--- src/hw/twsq_pkg.sv ---
package twsq_pkg;

  // Register byte addresses on the Wishbone bus.
  localparam logic [3:0] ADDR_CTRL   = 4'h0;
  localparam logic [3:0] ADDR_STATUS = 4'h4;
  localparam logic [3:0] ADDR_DATA   = 4'h8;
  localparam logic [3:0] ADDR_MASK   = 4'hc;

  // Control register bit positions.
  localparam int CTRL_FLAG  = 7;
  localparam int CTRL_START = 5;
  localparam int CTRL_STOP  = 4;
  localparam int CTRL_EN    = 2;
  localparam int CTRL_IRQEN = 0;

  // Status register layout: bus code in [7:3], sticky events in [10:8].
  localparam int ST_CODE_LSB  = 3;
  localparam int ST_EV_START  = 8;
  localparam int ST_EV_PACKET = 9;
  localparam int ST_EV_NACK   = 10;

  localparam logic [7:0] RST_CTRL   = 8'h00;
  localparam logic [7:0] RST_DATA   = 8'h00;
  localparam logic [2:0] RST_MASK   = 3'h0;
  localparam logic [4:0] RST_CODE   = 5'h1f;

  // Bus state codes posted with the flag.
  localparam logic [4:0] CODE_IDLE      = 5'h1f;
  localparam logic [4:0] CODE_START     = 5'h01;
  localparam logic [4:0] CODE_RSTART    = 5'h02;
  localparam logic [4:0] CODE_ADDR_ACK  = 5'h03;
  localparam logic [4:0] CODE_ADDR_NACK = 5'h04;
  localparam logic [4:0] CODE_DATA_ACK  = 5'h05;
  localparam logic [4:0] CODE_DATA_NACK = 5'h06;

  // Quarter bit time: 2.5 us at a 200 MHz clock gives 100 kHz on the bus.
  localparam int         QUARTER_NS    = 2500;
  localparam int         CLK_NS        = 5;
  localparam logic [9:0] QUARTER_TICKS = 10'(QUARTER_NS / CLK_NS);
  localparam logic [3:0] PACKET_BITS   = 4'h9;

  typedef enum logic [2:0] {
    TWSQ_IDLE  = 3'b000,
    TWSQ_START = 3'b001,
    TWSQ_BIT   = 3'b010,
    TWSQ_STOP  = 3'b011,
    TWSQ_HOLD  = 3'b100
  } twsq_state_t;

  typedef struct packed {
    logic scl;
    logic sda;
  } twsq_pins_t;

endpackage

--- src/hw/twsq_sequencer.sv ---
// The placing of the registers and the Wishbone interface to the registers were left to the implementer.
`timescale 1ns/100ps
module twsq_sequencer
  import twsq_pkg::*;
(
  input  wire logic        clk_i,
  input  wire logic        rst_i,
  input  wire logic        wb_cyc_i,
  input  wire logic        wb_stb_i,
  input  wire logic        wb_we_i,
  input  wire logic [3:0]  wb_adr_i,
  input  wire logic [3:0]  wb_sel_i,
  input  wire logic [31:0] wb_dat_i,
  output logic      [31:0] wb_dat_o,
  output logic             wb_ack_o,
  input  wire logic        cpu_global_irq_en_i,
  output logic             irq_o,
  input  wire logic        scl_i,
  output logic             scl_o,
  output logic             scl_oe_o,
  input  wire logic        sda_i,
  output logic             sda_o,
  output logic             sda_oe_o
);

  logic [7:0]  ctrl;
  logic        flag;
  logic [7:0]  serial_shift_data_reg;
  logic [4:0]  code;
  logic [2:0]  events;
  logic [2:0]  mask;
  logic [2:0]  scl_sync;
  logic [2:0]  sda_sync;
  logic        scl_seen;
  logic        sda_seen;
  twsq_state_t state;
  logic [9:0]  tick;
  logic [1:0]  phase;
  logic [3:0]  bitn;
  logic        is_addr;
  logic        bus_busy;
  twsq_pins_t  drive_low;
  logic        ev_start;
  logic        ev_pkt;
  logic        ev_nack;

  // Bus decode.
  wire access   = wb_cyc_i && wb_stb_i && !wb_ack_o;
  wire wr_lane0 = access && wb_we_i && wb_sel_i[0];
  wire wr_lane1 = access && wb_we_i && wb_sel_i[1];
  wire wr_ctrl  = wr_lane0 && (wb_adr_i == ADDR_CTRL);
  wire wr_data  = wr_lane0 && (wb_adr_i == ADDR_DATA);
  wire wr_stat  = wr_lane1 && (wb_adr_i == ADDR_STATUS);
  wire wr_mask  = wr_lane1 && (wb_adr_i == ADDR_MASK);
  wire clr_flag = wr_ctrl && wb_dat_i[CTRL_FLAG];
  wire enabled  = ctrl[CTRL_EN];
  wire tick_end = (tick == QUARTER_TICKS - 10'h001);
  wire bit_out  = (bitn == PACKET_BITS - 4'h1) ? 1'b1 : serial_shift_data_reg[7];
  wire set_ev   = ev_start || ev_pkt;
  wire [2:0] ev_clear = wr_stat ? wb_dat_i[ST_EV_NACK:ST_EV_START] : 3'h0;
  wire [2:0] ev_new   = {ev_nack, ev_pkt, ev_start};

  function automatic logic [31:0] read_mux(input logic [3:0] adr);
    case (adr)
      ADDR_CTRL:   read_mux = {24'h0, flag, ctrl[6:0]};
      ADDR_STATUS: read_mux = {21'h0, events, code, 3'h0};
      ADDR_DATA:   read_mux = {24'h0, serial_shift_data_reg};
      ADDR_MASK:   read_mux = {21'h0, mask, 8'h0};
      default:     read_mux = 32'h0;
    endcase
  endfunction

  // Line sampling: three stages, a change counts when the last two agree.
  // A single stage would let one glitchy sample flip a bit on the bus.
  always_ff @(posedge clk_i) begin
    if (rst_i) begin
      scl_sync <= 3'h7;
      scl_seen <= 1'b1;
    end else begin
      scl_sync <= {scl_sync[1:0], scl_i};
      if (scl_sync[2] == scl_sync[1]) begin
        scl_seen <= scl_sync[2];
      end
    end
  end

  always_ff @(posedge clk_i) begin
    if (rst_i) begin
      sda_sync <= 3'h7;
      sda_seen <= 1'b1;
    end else begin
      sda_sync <= {sda_sync[1:0], sda_i};
      if (sda_sync[2] == sda_sync[1]) begin
        sda_seen <= sda_sync[2];
      end
    end
  end

  // Wishbone slave: ack one cycle after the strobe, and for one cycle only.
  wire [31:0] rd_word = access ? read_mux(wb_adr_i) : 32'h0;

  always_ff @(posedge clk_i) begin
    if (rst_i) begin
      wb_ack_o <= 1'b0;
    end else begin
      wb_ack_o <= access;
    end
  end

  // Read data is zero outside the ack cycle, so a stray sample sees nothing stale.
  always_ff @(posedge clk_i) begin
    if (rst_i) begin
      wb_dat_o <= 32'h0;
    end else begin
      wb_dat_o <= rd_word;
    end
  end

  // Shared strobes of the sequencer: the last quarter of a bit time and the ninth bit.
  wire last_quarter = tick_end && (phase == 2'h3);
  wire pkt_last_bit = (bitn == PACKET_BITS - 4'h1);
  wire shift_in     = (state == TWSQ_BIT) && last_quarter && (bitn < 4'h8);
  wire launch_ok    = !flag && !clr_flag && enabled;
  wire tick_clear   = (state == TWSQ_IDLE) || (state == TWSQ_HOLD) || tick_end;
  // A slave that holds the released clock low stretches the high quarters.
  wire stretch      = (state == TWSQ_BIT) && !drive_low.scl && !scl_seen;

  // Control register; start and stop clear themselves once carried out.
  always_ff @(posedge clk_i) begin
    if (rst_i) begin
      ctrl <= RST_CTRL;
    end else if (wr_ctrl) begin
      ctrl <= {1'b0, wb_dat_i[6:0]};
    end else if (state == TWSQ_START && last_quarter) begin
      ctrl[CTRL_START] <= 1'b0;
    end else if (state == TWSQ_STOP && last_quarter) begin
      ctrl[CTRL_STOP] <= 1'b0;
    end
  end

  // Shared address and data byte; it shifts the line level in as bits go out.
  always_ff @(posedge clk_i) begin
    if (rst_i) begin
      serial_shift_data_reg <= RST_DATA;
    end else if (wr_data && flag) begin
      serial_shift_data_reg <= wb_dat_i[7:0];
    end else if (shift_in) begin
      serial_shift_data_reg <= {serial_shift_data_reg[6:0], sda_seen};
    end
  end

  always_ff @(posedge clk_i) begin
    if (rst_i) begin
      mask <= RST_MASK;
    end else if (wr_mask) begin
      mask <= wb_dat_i[ST_EV_NACK:ST_EV_START];
    end
  end

  // A new event wins over a clear in the same cycle.
  always_ff @(posedge clk_i) begin
    if (rst_i) begin
      events <= 3'h0;
    end else begin
      events <= (events & ~ev_clear) | ev_new;
    end
  end

  assign irq_o = flag && ctrl[CTRL_IRQEN] && cpu_global_irq_en_i;

  // Flag: the event set wins over a software clear.
  always_ff @(posedge clk_i) begin
    if (rst_i) begin
      flag <= 1'b0;
    end else if (set_ev) begin
      flag <= 1'b1;
    end else if (clr_flag) begin
      flag <= 1'b0;
    end
  end

  // Bus code reported beside the flag.
  always_ff @(posedge clk_i) begin
    if (rst_i) begin
      code <= RST_CODE;
    end else if (ev_start) begin
      code <= bus_busy ? CODE_RSTART : CODE_START;
    end else if (ev_pkt) begin
      code <= is_addr ? (ev_nack ? CODE_ADDR_NACK : CODE_ADDR_ACK)
                      : (ev_nack ? CODE_DATA_NACK : CODE_DATA_ACK);
    end else if (state == TWSQ_IDLE && !bus_busy) begin
      code <= CODE_IDLE;
    end
  end

  // Event strobes at the end of a start and of a packet; a stop posts none.
  assign ev_start = (state == TWSQ_START) && last_quarter;
  assign ev_pkt   = (state == TWSQ_BIT) && last_quarter && pkt_last_bit;
  assign ev_nack  = ev_pkt && sda_seen;

  // Bus sequencer. Each bit time is four quarter phases; the next values are
  // worked out here so that the registers below stay a plain copy.
  twsq_state_t next_state;
  logic [9:0]  next_tick;
  logic [1:0]  next_phase;
  logic [3:0]  next_bitn;
  logic        next_is_addr;
  logic        next_bus_busy;
  twsq_pins_t  next_drive_low;

  always_comb begin
    next_state     = state;
    next_tick      = tick_clear ? 10'h0 : (stretch ? tick : tick + 10'h001);
    next_phase     = phase;
    next_bitn      = bitn;
    next_is_addr   = is_addr;
    next_bus_busy  = bus_busy;
    next_drive_low = drive_low;
    unique case (state)
      TWSQ_IDLE, TWSQ_HOLD: begin
        next_phase = 2'h0;
        next_bitn  = 4'h0;
        // Launch only once the flag is clear, so no operation runs beside it.
        if (launch_ok) begin
          if (ctrl[CTRL_START]) begin
            next_state = TWSQ_START;
          end else if (ctrl[CTRL_STOP] && bus_busy) begin
            next_state = TWSQ_STOP;
          end else if (state == TWSQ_HOLD) begin
            next_state = TWSQ_BIT;
          end
        end
      end
      TWSQ_START: begin
        if (tick_end) begin
          next_phase = phase + 2'h1;
          // Release both, then pull data low with clock high, then clock low.
          unique case (phase)
            2'h0: begin
              next_drive_low = '{scl: 1'b0, sda: 1'b0};
            end
            2'h1: begin
              next_drive_low = '{scl: 1'b0, sda: 1'b1};
            end
            2'h2: begin
              next_drive_low = '{scl: 1'b1, sda: 1'b1};
            end
            2'h3: begin
              next_state    = TWSQ_HOLD;
              next_bus_busy = 1'b1;
              next_is_addr  = 1'b1;
            end
          endcase
        end
      end
      TWSQ_BIT: begin
        if (tick_end) begin
          next_phase = phase + 2'h1;
          // Data moves in the first quarter, while the clock is still held low.
          unique case (phase)
            2'h0: begin
              next_drive_low.sda = !bit_out;
            end
            2'h1: begin
              next_drive_low.scl = 1'b0;
            end
            2'h2: begin
              next_drive_low.scl = 1'b0;
            end
            2'h3: begin
              next_drive_low.scl = 1'b1;
              if (pkt_last_bit) begin
                next_state   = TWSQ_HOLD;
                next_is_addr = 1'b0;
              end
              next_bitn = bitn + 4'h1;
            end
          endcase
        end
      end
      TWSQ_STOP: begin
        if (tick_end) begin
          next_phase = phase + 2'h1;
          // Data low with clock low, release clock, then release data.
          unique case (phase)
            2'h0: begin
              next_drive_low = '{scl: 1'b1, sda: 1'b1};
            end
            2'h1: begin
              next_drive_low = '{scl: 1'b0, sda: 1'b1};
            end
            2'h2: begin
              next_drive_low = '{scl: 1'b0, sda: 1'b0};
            end
            2'h3: begin
              next_state    = TWSQ_IDLE;
              next_bus_busy = 1'b0;
            end
          endcase
        end
      end
      default: next_state = TWSQ_IDLE;
    endcase
  end

  always_ff @(posedge clk_i) begin
    if (rst_i) begin
      state     <= TWSQ_IDLE;
      tick      <= 10'h0;
      phase     <= 2'h0;
      bitn      <= 4'h0;
      is_addr   <= 1'b0;
      bus_busy  <= 1'b0;
      drive_low <= '0;
    end else begin
      state     <= next_state;
      tick      <= next_tick;
      phase     <= next_phase;
      bitn      <= next_bitn;
      is_addr   <= next_is_addr;
      bus_busy  <= next_bus_busy;
      drive_low <= next_drive_low;
    end
  end

  // Open-drain lines: only ever pulled low. Clock stays low while the flag is up.
  assign scl_o    = 1'b0;
  assign sda_o    = 1'b0;
  assign scl_oe_o = drive_low.scl || (flag && bus_busy);
  assign sda_oe_o = drive_low.sda;

endmodule

--- config.mk ---
export PLATFORM = sky130hd
export DESIGN_NAME = twsq_sequencer
export DESIGN_NICKNAME = d
export VERILOG_FILES = /design/src/hw/twsq_pkg.sv /design/src/hw/twsq_sequencer.sv
export SDC_FILE = /design/constraint.sdc
export NUM_CORES = 1
export LEC_CHECK = 0
export BUFFER_PORTS_ARGS = -buffer_cell sky130_fd_sc_hd__buf_2
export CAP_MARGIN = 15
export CORE_MARGIN = 2
export CORE_UTILIZATION = 39
export DETAILED_ROUTE_END_ITERATION = 6
export GPL_TIMING_DRIVEN = 0
export PLACE_DENSITY = 0.58
export RECOVER_POWER = 25
export SETUP_SLACK_MARGIN = 0.2
export SLEW_MARGIN = 20
export SYNTH_ARGS = -nofsm -noshare
export SYNTH_HDL_FRONTEND = slang
export SYNTH_SLANG_ARGS = --single-unit
--- constraint.sdc ---
create_clock -name clk_i -period 2.9 [get_ports clk_i]
set_input_delay 0.435 -clock clk_i [delete_from_list [all_inputs] [get_ports clk_i]]
set_output_delay 0.435 -clock clk_i [all_outputs]
set_load 0.03 [all_outputs]
==> After elaboration in Yosys (flattened, before gate mapping) <==
Cells that the tools add are included.
{ "totals": {"regBits": 91, "inputBits": 48, "output_inout_bits": 38} }
{ "op_classes": {"addsub": 3, "magnitude_cmp": 1, "n_eq_ne": 29, "muxes": 52, "bitwise_logic": 4, "reduce_logical": 64} }
{ "op_table": {"columns": ["operator", "count"], "rows": [
  ["$pmux 11 s4", 1],
  ["$mux 3", 14],
  ["$logic_and 1x1->1", 27],
  ["$pmux 2 s3", 3],
  ["$mux 8", 2],
  ["$ne 2x2->1 const B", 8],
  ["$reduce_bool 2->1", 8],
  ["$mux 5", 3],
  ["$mux 1", 14],
  ["$mux 2", 7],
  ["$reduce_and 7->1", 2],
  ["$eq 4x4->1 const B", 3],
  ["$pmux 3 s4", 1],
  ["$add 10x1->10 const B", 1],
  ["$eq 10x9->1 const B", 1],
  ["$reduce_and 9->1", 1],
  ["$mux 4", 2],
  ["$ne 4x1->1 const B", 2],
  ["$pmux 4 s2", 1],
  ["$reduce_or 2->1", 4],
  ["$logic_not 1->1", 7],
  ["$eq 3x2->1 const B", 2],
  ["$ne 2x1->1 const B", 3],
  ["$pmux 1 s2", 3],
  ["26 further kinds", 33]
]} }

==> Depth between registers and ports, before layout <==
Gate-level depths: netlist of run 1.
{ "logic_depth": {"ltp_word": 11, "ltp_mapped": 10, "mapped_depth_nobuf": 9} }

==> Least setup slack after synthesis of run 1 <==
OpenSTA, ideal clock, no wires.
{ "synth_timing": {"path_kind": "reg2reg", "start": "reg tick[2]", "end": "reg code[1]", "setup_ns": 0.114, "arrival_time_ns": 2.019, "required_ns": 2.786, "slack_ns": 0.767, "path_stages_with_launch": 10, "path_buffers": 2, "period_less_slack_ns": 2.133, "cell_sequence": "dfxtp_1 > buf_2 > or3_1 > buf_6 > nor4_2 > nand3_1 > ha_1 > a32o_1 > nand3_1 > a21o_1"} }
{ "synth_via": {"elab_chain_cells": 9} }
{ "synth_lines": {"columns": ["element", "line_no", "text"], "rows": [
  ["start: declaration", "twsq_sequencer.sv:37", "logic [9:0] tick;"],
  ["start signal: assignment", "twsq_sequencer.sv:317", "tick <= next_tick;"],
  ["$eq 10x9->1 *", "twsq_sequencer.sv:57", "wire tick_end = (tick == QUARTER_TICKS - 10'h001);"],
  ["$logic_and 1x1->1 *", "twsq_sequencer.sv:120", "wire last_quarter = tick_end && (phase == 2'h3);"],
  ["$logic_and 1x1->1 (2 in series)", "twsq_sequencer.sv:198", "assign ev_pkt = (state == TWSQ_BIT) && last_quarter && pkt_last_bit;"],
  ["$logic_and 1x1->1", "twsq_sequencer.sv:199", "assign ev_nack = ev_pkt && sda_seen;"],
  ["$mux 2 or $mux 3 (tied branches)", "twsq_sequencer.sv:190, twsq_sequencer.sv:189", null],
  ["$mux 3", "twsq_sequencer.sv:189", "code <= is_addr ? (ev_nack ? CODE_ADDR_NACK : CODE_ADDR_ACK)"],
  ["$mux 5", "twsq_sequencer.sv:188", "end else if (ev_pkt) begin"],
  ["$mux 5", "twsq_sequencer.sv:186", "end else if (ev_start) begin"],
  ["end signal: assignment", "twsq_sequencer.sv:187", "code <= bus_busy ? CODE_RSTART : CODE_START;"],
  ["end signal: assignment", "twsq_sequencer.sv:189", null],
  ["end: declaration", "twsq_sequencer.sv:29", "logic [4:0] code;"]
]} }
Mark *: on every way between the ends. The rest lies on a longest branch, timed or not.
A chain may end at the register's enable or synchronous reset.

==> Worst setup path in the final report of run 1 <==
{ "layout_timing": {"start": "reg tick[0]", "end": "reg code[1]"} }
Same word-level chain as after synthesis.

==> out/metrics.cfg, run 1 <==
[placement]
gp_congestion=0.8327
dp_hpwl_um=6440
pre_cts_ws_ns=0.4886
portBuffers=38
place_area_um2=3966

[synth]
synth.top_cell.area_share=0.3882
syn_avg_cell_area_um2=8.874
synth_most_common_cell=dfxtp_1
yosysSeqAreaShare=0.3882
synth-seq-cells=69
synth_adder_area_share=0.02813
async_flop_share=0
synthMuxAreaShare=0.06188
synth_area_leaders=dfxtp_1, mux2i_1, buf_4
synth-compound-area-share=0.1533
synth_top_area_cell=dfxtp_1
synth_cell_types=64
yosys-top-cells-count=dfxtp_1, nor2_1, buf_4
ys.flop_type=dfxtp_1
synth_edf_count=0
synth-simple-area-share=0.2521
synth_warnings=0
synth_area_um2=3558
synth_top_family_by_area=simple AND/OR/NAND/NOR gates
synthCells=401
synth_xor_xnor_area_share=0.02215

[route]
drc_errors=0
vias=2996
dr.pass1.iters=4
drt-total-wl_um=8678
top_layer=met4
wl_met1_um=4255
drtIter0Drc=186
vias_per_cell=5.121
wl_met2_um=3884
wl_met3_um=431
wire_per_inst_um=14.83
ant_nets=0

[sta]
clock_skew_ns=0.008043
period_share=0.8355
worst_pin_slew_ns=0.7673
fin_ws_ns=0.4770
relSlewSlack=0.4846
report.final.slew_viol_count=0
finalSetupViolations=0
fmax_mhz=412.7
finalHoldViolCount=0
grt_setup_unrepaired=false
finalCriticalPeriod_ns=2.423
holdWs_ns=0.2619
tns_ns=0

[floorplanning]
core_area_um2=8806
start_util=0.4041
die_height_um=99.52
die-area_um2=9904
rows=34
die-width_um=99.52
ios=86

[global_routing]
first_global_vias=2770
grt_use_total=0.1781
overflow=0
grt_pass1_wl_um=13900
grt_max_degree=14
grt_antenna_before_repair=0

[clock_tree]
ctsHoldBuffers=0
cts-resized-gates=0
cts_setup_buffers=0
clk_latency_ns=0.35
htreeDepth=3
cts_tree=built
cts_num_sinks=69
clk_pin_slew_ns=0.08
clockRootBuffer=clkbuf_8
cts_buffers=9
cts_buffer_depth=2

[pwr]
finalPower_w=0.001981
power_density_nw_per_um2=475.0
max-vdd-ir-drop_mv=0.2920
p_leak_nw=1.602

[setup_path]
critPathLaunch=tick[0]$_SDFFE_PP0N_
crit_type=reg -> reg
worstPathMaxFanout=6
worstSetupEndpoint=code[1]$_SDFFE_PP1P_
r2r-end=code[1]$_SDFFE_PP1P_
r2r-start=tick[0]$_SDFFE_PP0N_
critPathLaunchType=flip-flop
r2r_slack_ns=0.48
worstRegToRegCells=8
endpoint_kind=flip-flop
arrival_ns=2.68
critical_path_required_ns=3.16

[layout]
largest_reg_flops=11
drive_gt1_frac=0.2013
finalNetCount=528
final_area_um2=4170
area.growth.synth_to_final_pct=17.19
num_antenna_cells=0

[min_path]
hp-class=in -> reg
whs_path_depth=2

[status]
status=completed

[job]
drv_cap=0

## worst min-delay path by stage
stage / from / to / slack [ns]
after global placement: scl_sync[0]$_SDFF_PP1_ / scl_sync[1]$_SDFF_PP1_ / 0.39
after detailed placement: sda_sync[0]$_SDFF_PP1_ / sda_sync[1]$_SDFF_PP1_ / 0.40
after floorplan: scl_sync[0]$_SDFF_PP1_ / scl_sync[1]$_SDFF_PP1_ / 0.39
final: sda_i / sda_sync[0]$_SDFF_PP1_ / 0.26
after CTS: sda_i / sda_sync[0]$_SDFF_PP1_ / 0.25
after global routing: sda_i / sda_sync[0]$_SDFF_PP1_ / 0.25
## power by group
part	switching [W]	internal, W
Clock	0.000399	0.000488
Combinational	0.0000906	0.0000498
Sequential	0.00000184	0.000951
Total	0.000492	0.00149
## per-stage QoR
step,utilization,cells
floorplan,-,423
global placement,0.4504,569
detailed placement,0.4504,569
CTS,0.4756,585
global route,0.4736,585
finish,0.4736,585
## kinds of logic after synthesis
logic type	after synthesis
adder cells (fa/ha/maj)	8
XOR/XNOR	9
other	1
flip-flops	69
AO/OA/AOI/OAI	84
multiplexers	22
AND/OR/NAND/NOR	152
buffers and inverters	56
## critical path, cell delays in order (launching register included)
cell     delay, ns
dfxtp_1       0.41
ha_1          0.27
nand2_1       0.26
nor4_2        0.44
nand3_1       0.18
ha_1          0.32
a32o_1        0.15
nand3_1       0.10
a21o_1        0.20
## cells in the final DEF (no fill, tap or decap), types with 13 or more instances in the layout
master	instances
buf_2	29
clkbuf_1	25
nor2_1	41
nand3_1	18
dfxtp_1	69
conb_1	23
nand2_1	21
buf_4	24
o21ai_0	21
inv_1	13
mux2i_1	22
a21oi_1	21
## final cells by class
type                    instances  area [µm²]
plain buffers                  43       282.8
repair buffers                 38       172.7
well taps                     108       135.1
clock inverters                 7       97.59
fillers                       902        4636
multi-input cells             298        1928
clock buffers                   9       123.9
inverters                      13       48.80
flip-flops and latches         69        1381
## metal layers
| metal | vias up | GRT usage |
|---|---|---|
| met4 | 0 | 0.06428 |
| met5 | - | 0 |
| met3 | 10 | 0.04006 |
| met2 | 72 | 0.2739 |
| li1 | 1541 | - |
| met1 | 1373 | 0.2452 |
Power figures use the tool's default switching activity.
==> inputs of run 2 (changes only) <==
- clock period: 2.9 -> 2.4 ns (I/O delays scaled with it)
==> run 2 against run 1 <==
Net effect:
- hold slack got worse by 0.079 ns
- via count grew 1.9%
- power grew 21%
- cell count grew 0.68%
- combinational power increased by 21%
- fmax rose by 6.9%
- clock skew up 0.0018 ns
- sequential share of layout area is 0.48 points lower
- setup slack worse by 0.34 ns
- clock power increased by 22%
- sequential power up 21%
- largest power group unchanged
- highest routed layer unchanged
==> out/metrics.cfg, run 2 (synthesized netlist as in run 1, its figures left out) <==
[pwr]
swShare=0.2497  ; +0.001373
max-vdd-ir-drop_mv=0.3546  ; +21%
power_density_nw_per_um2=566.1  ; +19%
p_leak_nw=1.626  ; +1.5%
switchingPower_w=0.0005987  ; +22%
seqPwrFrac=0.480  ; about the same
p_clk_frac=0.449  ; about the same
combPwrFrac=0.071  ; about the same
p_int_w=0.001799  ; +21%

[clock_tree]
ctsHoldBuffers=0  ; unchanged
clockRootBuffer=clkbuf_8
cts_buffer_depth=2  ; unchanged
cts_tree=built
cts_buffers=9  ; unchanged
htreeDepth=3  ; unchanged
clk_pin_slew_ns=0.08  ; about the same
clk_latency_ns=0.36  ; about the same
cts_num_sinks=69  ; unchanged

[sta]
finalCriticalPeriod_ns=2.267  ; -0.1558 ns
fin_ws_ns=0.1328  ; -0.3442 ns
grt_setup_unrepaired=true
worst_pin_slew_ns=0.7940  ; +0.02662 ns
fmax_mhz=441.1  ; +6.9%
report.final.slew_viol_count=0  ; unchanged
tns_ns=0  ; unchanged
holdWs_ns=0.1832  ; -0.07868 ns
period_share=0.9447  ; +0.1092
relSlewSlack=0.4667  ; -0.01788
clock_skew_ns=0.009808  ; +0.001764 ns
finalSetupViolations=0  ; unchanged
finalHoldViolCount=0  ; unchanged

[placement]
dp_hpwl_um=6440  ; unchanged
gp_congestion=0.8327  ; unchanged
portBuffers=38  ; unchanged
pre_cts_ws_ns=-0.01143  ; -0.5000 ns
place_area_um2=3966  ; unchanged

[setup_path]
critPathLaunchType=flip-flop
arrival_ns=2.53  ; -0.15 ns
critical_path_buf_inv_count=2  ; +2
critical_path_required_ns=2.66  ; -0.50 ns
worstPathMaxFanout=7  ; +1
path_delay_family=simple AND/OR/NAND/NOR gates
max_stage_delay_ns=0.36  ; -0.08 ns
path_cells=buf_6, or3_4, buf_6, nor4_4, nand3_1, ha_1, a32o_1, nand3_1, a21o_1
endpoint_kind=flip-flop
cp_slowest_cell=or3_4
crit_type=reg -> reg

[job]
drv_cap=0  ; unchanged

[global_routing]
first_global_vias=2787  ; +0.61%
grt_max_degree=14  ; unchanged
grt_antenna_before_repair=0  ; unchanged
overflow=0  ; unchanged
grt_use_total=0.1791  ; +0.001030
grt_pass1_wl_um=14000  ; +0.75%

[floorplanning]
die-width_um=99.52  ; unchanged
start_util=0.4041  ; unchanged
rows=34  ; unchanged
die-area_um2=9904  ; unchanged
die_height_um=99.52  ; unchanged
core_area_um2=8806  ; unchanged
ios=86  ; unchanged

[layout]
drive_gt1_frac=0.2162  ; +0.01496
mostFrequentLayoutCells=dfxtp_1, nor2_1, buf_2, buf_4, clkbuf_1
nFillCells=898  ; -0.44%
largest_reg_flops=11  ; unchanged
finalNetCount=532  ; +0.76%
final_area_um2=4235  ; +1.6%
num_antenna_cells=0  ; unchanged
final_util=0.4810  ; +0.007389
final_common_cell=dfxtp_1
area.growth.synth_to_final_pct=19.02

[route]
drtIter0Drc=146  ; -22%
dr.pass1.iters=4  ; unchanged
ant_nets=0  ; unchanged
drc_errors=0  ; unchanged
drt-total-wl_um=8832  ; +1.8%
vias_per_cell=5.182  ; +1.2%
wire_per_inst_um=14.99  ; +1.1%
vias=3052  ; +1.9%

[min_path]
hp-class=in -> reg

[status]
status=completed

[run 2: cell count changes in the layout (fill, tap and decap cells not counted), sizes merged]
cell	before	now
buf	55	59
[run 2: power groups by stage]
stage / logic, W / registers (W) / clock network (W)
detailed placement: 0.000168 / 0.00118 / 0
floorplan: 0.000123 / 0.00118 / 0
CTS: 0.000169 / 0.00115 / 0.00109
global route: 0.000181 / 0.00115 / 0.00115
global placement: 0.000166 / 0.00118 / 0
finish: 0.000169 / 0.00115 / 0.00108
[run 2: final timing paths]
check / startpoint / end / slack [ns] / cells after the start
setup / recovery: tick[2]$_SDFFE_PP0N_ / code[1]$_SDFFE_PP1P_ / 0.13 / 9
hold / removal: sda_i / sda_sync[0]$_SDFF_PP1_ / 0.18 / 2
setup reg to reg: tick[2]$_SDFFE_PP0N_ / code[1]$_SDFFE_PP1P_ / 0.13 / 9
hold reg to reg: sda_sync[0]$_SDFF_PP1_ / sda_sync[1]$_SDFF_PP1_ / 0.42 / 1
[run 2: worst register-to-register path: cells and delay by family, from the launching register on]
kind	cells	cell delay, ns
AO/OA/AOI/OAI	2	0.35
adder cells (fa/ha/maj)	1	0.32
buffers and inverters	2	0.25
flip-flops	1	0.32
AND/OR/NAND/NOR	4	0.94
[run 2: area by class of cell]
class / count / area, µm² / area share
repair buffers: 42 / 202.7 / 0.04786
flip-flops and latches: 69 / 1383 / 0.3264
well taps: 108 / 135.1 / 0.03191
clock buffers: 9 / 123.9 / 0.02925
multi-input cells: 298 / 1956 / 0.4617
plain buffers: 43 / 289.0 / 0.06824
clock inverters: 7 / 97.59 / 0.02304
inverters: 13 / 48.80 / 0.01152
[run 2: routing by layer]
layer	vias up	GRT usage	wire length (µm)	share of wire
li1	1554	-	-	-
met1	1407	0.2457	4227	0.48
met2	83	0.2770	4002	0.45
met3	8	0.04006	506	0.057
met4	0	0.06428	95	0.011
met5	-	0	0	0
[run 2: metrics by stage]
step / instances / total power, W
2_1_floorplan: 423 / 0.001304
3_3_place_gp: 569 / 0.001345
3_5_place_dp: 569 / 0.001346
4_1_cts: 587 / 0.002415
5_1_grt: 589 / 0.002487
6_report: 589 / 0.002398
[run 2: timing repair]
item	CTS	global route
resized for setup	5	3
pin swaps	3	6
gates cloned	0	0
setup endpoints to repair	1	1
buffers inserted	2	2
